File: src/hsb_regs.vh
// Purpose: timing constants for the hot-swap bus buffer control logic
// Assumes: system clock of 20 MHz (50 ns period)
// Notes: times kept in their own unit, cycle counts derived from them
`ifndef HSB_REGS_VH
`define HSB_REGS_VH
// ==========================================================
// clock
`define HSB_CLK_NS 50
// ==========================================================
// timing figures in their own units
`define HSB_IDLE_US 95
`define HSB_STUCK_MS 40
`define HSB_RECOV_HALF_NS 58800
`define HSB_POR_READY_US 35
`define HSB_PRECHARGE_US 15
// ==========================================================
// derived cycle counts (integer division, all times round down)
`define HSB_IDLE_CYC ((`HSB_IDLE_US * 1000) / `HSB_CLK_NS)
`define HSB_STUCK_CYC ((`HSB_STUCK_MS * 1000000) / `HSB_CLK_NS)
`define HSB_HALF_CYC (`HSB_RECOV_HALF_NS / `HSB_CLK_NS)
`define HSB_POR_CYC ((`HSB_POR_READY_US * 1000) / `HSB_CLK_NS)
`define HSB_PRE_CYC ((`HSB_PRECHARGE_US * 1000) / `HSB_CLK_NS)
// ==========================================================
// recovery pulse budget
`define HSB_MAX_PULSES 16
`endif

File: src/hsb_ctrl.v
// Purpose: connect/recovery controller of a hot-swap two-wire bus buffer
// Assumes: rst_n comes from supply undervoltage lockout; pins are open drain
// Notes: analog precharge and accelerators live outside; this drives enables
`timescale 1ns/10ps
`include "hsb_regs.vh"
module hsb_ctrl #(
  parameter IDLE_CYC = `HSB_IDLE_CYC, // idle qualifier length
  parameter STUCK_CYC = `HSB_STUCK_CYC, // stuck-low timeout
  parameter HALF_CYC = `HSB_HALF_CYC, // recovery half period
  parameter POR_CYC = `HSB_POR_CYC, // power-on settle time
  parameter PRE_CYC = `HSB_PRE_CYC // precharge start delay
) (
  input wire clk_sys, // 20 MHz system clock
  input wire rst_n, // synchronous reset (uvlo), active low
  input wire enable, // enable pin, high to run
  input wire backplane_data_i, // backplane data level
  output wire backplane_data_o, // backplane data drive value
  output wire backplane_data_oe, // backplane data pull low
  input wire backplane_clock_i, // backplane clock level
  output wire backplane_clock_o, // backplane clock drive value
  output wire backplane_clock_oe, // backplane clock pull low
  input wire card_data_i, // card data level
  output wire card_data_o, // card data drive value
  output wire card_data_oe, // card data pull low
  input wire card_clock_i, // card clock level
  output wire card_clock_o, // card clock drive value
  output wire card_clock_oe, // card clock pull low
  output wire ready_o, // ready drive value
  output wire ready_oe, // ready pulled low
  output reg precharge_q, // precharge bias enable
  output reg connected_q // sides joined
);
  localparam ST_POR = 3'd0; // settle after reset
  localparam ST_WAIT = 3'd1; // wait for idle or stop
  localparam ST_JOIN = 3'd2; // bus active
  localparam ST_RCLK = 3'd3; // recovery clocking
  localparam ST_RSTOP = 3'd4; // recovery stop generation
  localparam CW = 24; // timer width, holds 800000
  wire [4:0] s; // synchronised inputs
  wire bd, bc, cd, cc, en_s; // synchronised levels
  reg [2:0] st_q; // controller state
  reg [CW-1:0] tmr_q; // shared time base
  reg [CW-1:0] idle_q; // backplane high counter
  reg [CW-1:0] stuck_q; // card low counter
  reg [4:0] pulses_q; // recovery pulse count
  reg [1:0] phase_q; // recovery sub-step
  reg rclk_low_q; // recovery clock pull
  reg rdat_low_q; // recovery data pull
  reg bd_prev_q; // previous backplane data
  reg stop_seen_q; // stop qualifier latched
  reg pre_done_q; // precharge delay expired
  reg bp_drv_d_q, bp_drv_c_q, cd_drv_d_q, cd_drv_c_q; // bridge pulls
  reg [7:0] pull_hist_q; // bridge pulls one and two clocks back
  // ==========================================================
  // synchronise the enable and bus pins
  hsb_sync #(.W(5)) u_sync (
    .clk_sys(clk_sys),
    .rst_n(rst_n),
    .async_in({enable, backplane_data_i, backplane_clock_i, card_data_i, card_clock_i}),
    .sync_out(s)
  );
  assign en_s = s[4];
  assign bd = s[3];
  assign bc = s[2];
  assign cd = s[1];
  assign cc = s[0];
  // ==========================================================
  // ready pulled low while apart; the synchronised enable still drops it
  // within three clocks, well inside the allowed disable delay
  assign ready_oe = ~(connected_q & en_s);
  assign ready_o = 1'b0;
  // open-drain pulls: bridge when joined, recovery pulses on card side
  assign backplane_data_oe = bp_drv_d_q;
  assign backplane_clock_oe = bp_drv_c_q;
  assign card_data_oe = cd_drv_d_q | rdat_low_q;
  assign card_clock_oe = cd_drv_c_q | rclk_low_q;
  assign backplane_data_o = 1'b0;
  assign backplane_clock_o = 1'b0;
  assign card_data_o = 1'b0;
  assign card_clock_o = 1'b0;
  // ==========================================================
  // bridge: a side's low is passed only if the far side did not cause it,
  // which avoids the two pulls latching each other low; a released pull stays
  // masked two more clocks because the synchronised level lags by that much
  // (limitation: a genuine low arriving in that gap is passed two clocks late)
  always @(posedge clk_sys)
  begin
    if (!rst_n || !connected_q)
    begin
      bp_drv_d_q <= 1'b0;
      bp_drv_c_q <= 1'b0;
      cd_drv_d_q <= 1'b0;
      cd_drv_c_q <= 1'b0;
      pull_hist_q <= 8'h00;
    end
    else
    begin
      pull_hist_q <= {pull_hist_q[3:0], bp_drv_d_q, bp_drv_c_q, cd_drv_d_q, cd_drv_c_q};
      cd_drv_d_q <= ~bd & ~(bp_drv_d_q | pull_hist_q[3] | pull_hist_q[7]);
      cd_drv_c_q <= ~bc & ~(bp_drv_c_q | pull_hist_q[2] | pull_hist_q[6]);
      bp_drv_d_q <= ~cd & ~(cd_drv_d_q | pull_hist_q[1] | pull_hist_q[5]);
      bp_drv_c_q <= ~cc & ~(cd_drv_c_q | pull_hist_q[0] | pull_hist_q[4]);
    end
  end
  // ==========================================================
  // backplane idle and stop qualifiers, and card stuck-low timer
  always @(posedge clk_sys)
  begin
    if (!rst_n || !en_s)
    begin
      idle_q <= {CW{1'b0}};
      stuck_q <= {CW{1'b0}};
      bd_prev_q <= 1'b1;
      stop_seen_q <= 1'b0;
    end
    else
    begin
      bd_prev_q <= bd;
      if (bd && bc)
      begin
        if (idle_q != IDLE_CYC[CW-1:0])
          idle_q <= idle_q + 1'b1;
      end
      else
        idle_q <= {CW{1'b0}};
      // stop: data rises while clock high, only once settled
      if (st_q != ST_WAIT)
        stop_seen_q <= 1'b0;
      else if (bd && !bd_prev_q && bc)
        stop_seen_q <= 1'b1;
      else if (!bc)
        stop_seen_q <= 1'b0;
      if (st_q == ST_JOIN && (!cd || !cc))
      begin
        if (stuck_q != STUCK_CYC[CW-1:0])
          stuck_q <= stuck_q + 1'b1;
      end
      else
        stuck_q <= {CW{1'b0}};
    end
  end
  // ==========================================================
  // main controller with one shared time base
  always @(posedge clk_sys)
  begin
    if (!rst_n || !en_s)
    begin
      st_q <= ST_POR;
      tmr_q <= {CW{1'b0}};
      connected_q <= 1'b0;
      pulses_q <= 5'h00;
      phase_q <= 2'h0;
      rclk_low_q <= 1'b0;
      rdat_low_q <= 1'b0;
      precharge_q <= pre_done_q & rst_n; // precharge needs supply only
    end
    else
    begin
      case (st_q)
        ST_POR:
        begin
          tmr_q <= tmr_q + 1'b1;
          if (tmr_q == POR_CYC[CW-1:0])
          begin
            st_q <= ST_WAIT;
            tmr_q <= {CW{1'b0}};
          end
          precharge_q <= precharge_q | pre_done_q;
        end
        ST_WAIT:
        begin
          precharge_q <= 1'b1;
          if ((idle_q == IDLE_CYC[CW-1:0] || stop_seen_q) && cd && cc)
          begin
            st_q <= ST_JOIN;
            connected_q <= 1'b1;
            precharge_q <= 1'b0;
          end
        end
        ST_JOIN:
        begin
          if (stuck_q == STUCK_CYC[CW-1:0])
          begin
            st_q <= ST_RCLK;
            connected_q <= 1'b0;
            tmr_q <= {CW{1'b0}};
            pulses_q <= 5'h00;
          end
        end
        ST_RCLK:
        begin
          tmr_q <= tmr_q + 1'b1;
          if (tmr_q == HALF_CYC[CW-1:0])
          begin
            tmr_q <= {CW{1'b0}};
            if (!rclk_low_q && (cd || pulses_q == `HSB_MAX_PULSES))
            begin
              st_q <= ST_RSTOP;
              phase_q <= 2'h0;
              rdat_low_q <= 1'b1; // data and clock pulled low together
              rclk_low_q <= 1'b1;
            end
            else if (!rclk_low_q)
            begin
              rclk_low_q <= 1'b1;
              pulses_q <= pulses_q + 1'b1;
            end
            else
              rclk_low_q <= 1'b0;
          end
        end
        ST_RSTOP:
        begin
          tmr_q <= tmr_q + 1'b1;
          if (tmr_q == HALF_CYC[CW-1:0])
          begin
            tmr_q <= {CW{1'b0}};
            phase_q <= phase_q + 2'h1;
            if (phase_q == 2'h0)
              rclk_low_q <= 1'b0; // clock rises with data low
            else if (phase_q == 2'h1)
              rdat_low_q <= 1'b0; // data rises: stop
            else
              st_q <= ST_WAIT;
          end
        end
        default:
          st_q <= ST_POR;
      endcase
    end
  end
  // ==========================================================
  // precharge delay counts from supply-valid, independent of enable
  reg [CW-1:0] pre_q; // precharge delay counter
  always @(posedge clk_sys)
  begin
    if (!rst_n)
    begin
      pre_q <= {CW{1'b0}};
      pre_done_q <= 1'b0;
    end
    else if (!pre_done_q)
    begin
      pre_q <= pre_q + 1'b1;
      pre_done_q <= (pre_q == PRE_CYC[CW-1:0]);
    end
  end
endmodule // hsb_ctrl

File: src/hsb_sync.v
// Purpose: two-flop synchroniser for the asynchronous pin inputs
// Assumes: inputs come from outside the clk_sys domain
// Notes: first stage is read only by the second stage
`timescale 1ns/10ps
module hsb_sync #(
  parameter W = 6
) (
  input wire clk_sys, // system clock
  input wire rst_n, // synchronous reset, active low
  input wire [W-1:0] async_in, // raw pin levels
  output reg [W-1:0] sync_out // synchronised levels
);
  reg [W-1:0] meta_q; // first stage
  // ==========================================================
  // two stages; reset to released (high) bus levels
  always @(posedge clk_sys)
  begin
    if (!rst_n)
    begin
      meta_q <= {W{1'b1}};
      sync_out <= {W{1'b1}};
    end
    else
    begin
      meta_q <= async_in;
      sync_out <= meta_q;
    end
  end
endmodule // hsb_sync
File: config.mk
export PLATFORM = sky130hd
export DESIGN_NAME = hsb_ctrl
export DESIGN_NICKNAME = d
export VERILOG_FILES = /design/src/hsb_ctrl.v /design/src/hsb_sync.v
export VERILOG_INCLUDE_DIRS = /design/src
export SDC_FILE = /design/constraint.sdc
export NUM_CORES = 1
export LEC_CHECK = 0
export BUFFER_PORTS_ARGS = -buffer_cell sky130_fd_sc_hd__buf_2
export CAP_MARGIN = 5
export CORE_ASPECT_RATIO = 0.75
export CORE_MARGIN = 2
export CORE_UTILIZATION = 36
export DETAILED_ROUTE_END_ITERATION = 10
export PLACE_DENSITY = 0.52
export SLEW_MARGIN = 10
export SYNTH_ARGS = -nofsm -noshare
export SYNTH_HDL_FRONTEND = slang
export SYNTH_HIERARCHICAL = 1
export SYNTH_SLANG_ARGS = --single-unit
export TNS_END_PERCENT = 100
File: constraint.sdc
create_clock -name clk_sys -period 2.7 [get_ports clk_sys]
set_clock_uncertainty 0.2 [all_clocks]
set_input_delay 0.54 -clock clk_sys [delete_from_list [all_inputs] [get_ports clk_sys]]
set_output_delay 0.54 -clock clk_sys [all_outputs]
set_load 0.05 [all_outputs]
==> flow_summary.ini <==
[outcome]
status = finished clean

[synth]
synth_seq_area_share_pct = 44.2
synth_area_um2 = 6130
syn_area_per_cell_um2 = 8.66
ys_warn_count = 6
async_flop_share_pct = 0
ys_types = 50
synth_area_leaders = dfxtp_1 (44%), xnor2_1 (7.6%), nor2_1 (5.8%)
synth_edf_count = 1
synth_top_area_share_pct = 43.7
ys_ff_latch = 135
yosys.area.top_type = dfxtp_1
synth_ff_type = dfxtp_1
synth_cells = 708

[power_and_ir_drop]
power_leakage_nw = 2.48
max-vdd-ir-drop_mv = 0.351
p_per_area_nw_per_um2 = 642
total_power_mw = 4.52

[clocking]
cts_hold_buffers = 0
htreeDepth = 4
clk_pin_slew_worst_paths_ns = 0.06
ctsResizeCount = 0
cts_buffer_depth = 2
numCtsBuffers = 17
post_cts_buffers = 0
cts_tree = done
cts-root-buf = clkbuf_16
clock_sinks = 135
insertion_delay_ns = 0.42

[worst_setup_path]
rrSetupSlack_ns = 0.29
rr_endpoint = st_q[0]$_SDFFE_PP0P_
arrival_ns = 2.52
cp_cell_sequence = nor4_1 > nand2_1 > o32ai_1 > nand4_1 > a2111oi_0
critPathLaunch = tmr_q[12]$_SDFFE_PP0P_
worst-path-stages = 5
worstRegToRegCells = 5
end_kind = register
r2r-start = tmr_q[12]$_SDFFE_PP0P_
cp_max_fo = 4
worst_ep_required_time_ns = 2.81
worstSetupPathType = register to register
crit_path_start_kind = register
crit_family = simple AND/OR/NAND/NOR gates
crit_buf_inv = 0
worst_path_largest_cell_delay_ns = 0.53
cpMaxStageDelayCell = nor4_1

[grt]
grt_max_degree = 45
grt_overflow = 0
grt_pass1_wl_mm = 21.1
grt_pass1_vias = 4503
antenna_found_initial = 0
gr-usage-all-layers_pct = 14.5

[sta]
period_minus_slack_ns = 2.41
fin_crit_sh_pct = 89.2
fmax_mhz = 415
hold_violations = 0
setup_viol = 0
drv_slew = 0
final.setup.tns_ns = 0
whs_ns = 0.0965
relSlewSlack_pct = 50.6
rsz0062_at_grt = no
finalWorstSetupSlack_ns = 0.291
worst_pin_slew_ns = 0.741

[placed_design]
dp_cells = 923
io_buffers = 13
post-place-ws_ns = 0.294
hpwl_mm = 8.66
place_congestion = 0.781

[hold_path]
holdPathEnd = u_sync/meta_q[3]$_SDFF_PN1_
min_from = backplane_data_i
worst_hold_path_type = input port to register
holdPathStages = 2

[final_layout]
fin_nets = 746
syn2layout_area_growth_pct = 14.9
diodes = 0
drive_gt1_share_pct = 8.78
stdcell_count = 955

[route]
drt-initial-drc-count = 275
routed_wl_mm = 12.5
drt_pass1_iterations = 4
drc_errors = 0
ant_nets = 0
num_vias = 4825
wire_per_inst_um = 13.1
routed_via_density = 5.05

[floorplan]
rows = 41
dieWidth_um = 155
die_y_um = 117
top_level_ports = 19
die_area_um2 = 18100
core_area_um2 = 16800
start_util_pct = 36.6

[run]
maxCapViolations = 0
[cell type report]
cell class / count / area, um2
flip-flops and latches: 135 / 2710
well taps: 215 / 269
clock buffers: 17 / 425
repair buffers: 24 / 160
inverters: 19 / 71.3
multi-input cells: 530 / 3230
clock inverters: 15 / 179
fillers: 1642 / 9730
[flip-flops by register name (all words and copies together), names as in the netlist]
name / count
connected_q: 1
cd_drv_d_q: 1
u_sync/sync_out: 5
pull_hist_q: 8
pulses_q: 5
precharge_q: 1
cd_drv_c_q: 1
rdat_low_q: 1
pre_q: 24
tmr_q: 24
backplane_data_oe: 1
st_q: 3
idle_q: 24
stop_seen_q: 1
bd_prev_q: 1
pre_done_q: 1
u_sync/meta_q: 5
rclk_low_q: 1
stuck_q: 24
phase_q: 2
backplane_clock_oe: 1
[metal layers]
metal / vias up / wire length (um) / GRT usage [%]
li1: 2479 / - / -
met1: 2278 / 6520 / 19.2
met2: 55 / 5450 / 22.9
met3: 13 / 451 / 4.12
met4: 0 / 118 / 4.94
met5: - / 0 / 0
[worst register-to-register path: stages (launching register included)]
cell and delay, ns:
dfxtp_1 0.35, nor4_1 0.53, nand2_1 0.21, o32ai_1 0.32
nand4_1 0.27, a2111oi_0 0.43
[how the worst max path moves through the flow]
stage,to,slack (ns)
after floorplan,tmr_q[0]$_SDFFE_PP0P_,0.47
after global placement,st_q[0]$_SDFFE_PP0P_,0.24
after detailed placement,tmr_q[22]$_SDFFE_PP0P_,0.29
after CTS,tmr_q[5]$_SDFFE_PP0P_,0.28
after global routing,tmr_q[12]$_SDFFE_PP0P_,0.02
final,st_q[0]$_SDFFE_PP0P_,0.29
[cell usage after synthesis, types with 2 or more instances]
cell / count
nand2_1: 53
mux2i_1: 6
dfxtp_1: 134
a21boi_0: 5
nor4_1: 16
nor4b_1: 10
nand4_1: 25
inv_1: 19
xor2_1: 27
and3_2: 2
and2_1: 23
o21ai_0: 22
nor2_1: 94
or4_1: 6
a21oi_1: 22
buf_2: 2
nor3b_1: 5
nor3_1: 19
or3_1: 16
nand3_1: 32
o211ai_1: 2
clkbuf_1: 19
nand2b_1: 14
xnor2_1: 53
or2_2: 4
ha_1: 12
and4_1: 6
buf_4: 7
and3_1: 23
o21a_1: 2
nor4bb_1: 2
nor2b_1: 6
and4b_1: 2
o32ai_1: 2
[per-stage QoR]
stage | area, um2 | util, %
global placement | 6440 | 38.4
global route | 7050 | 42.0
finish | 7050 | 42.0
floorplan | 6150 | -
CTS | 7050 | 42.0
detailed placement | 6440 | 38.4
[report_power, final]
part	switching, mW	leakage (nW)	total (mW)	internal, mW
Sequential	0.0143	1.10	2.03	2.01
Clock	0.985	0.300	2.39	1.40
Combinational	0.0730	1.09	0.111	0.0380
Total	1.07	2.48	4.52	3.45
[cells in the final DEF (no fill, tap or decap), types with 10 or more instances in the layout]
cell and instances:
inv_1 19, and2_1 23, nand2b_1 14, clkbuf_16 17
nor2_1 94, dfxtp_1 134, ha_1 12, and3_1 23
or3_1 16, xnor2_1 53, a21oi_1 22, xor2_1 27
nor3_1 19, o21ai_0 22, nor4b_1 10, nor4_1 16
buf_4 10, nand2_1 53, nand3_1 32, nand4_1 25
buf_2 13
[cells by family after synthesis]
logic type	after synthesis	share of synthesized area (%)
adders and majority gates	12	2.45
muxes	6	0.979
buffers and inverters	47	3.35
DFF	135	44.2
AOI/OAI and AO/OA	63	5.98
other	1	0.0611
xor gates and xnor gates	80	11.4
and+or+nand+nor	364	31.5
Note: power is estimated with default switching activity, not from simulation.
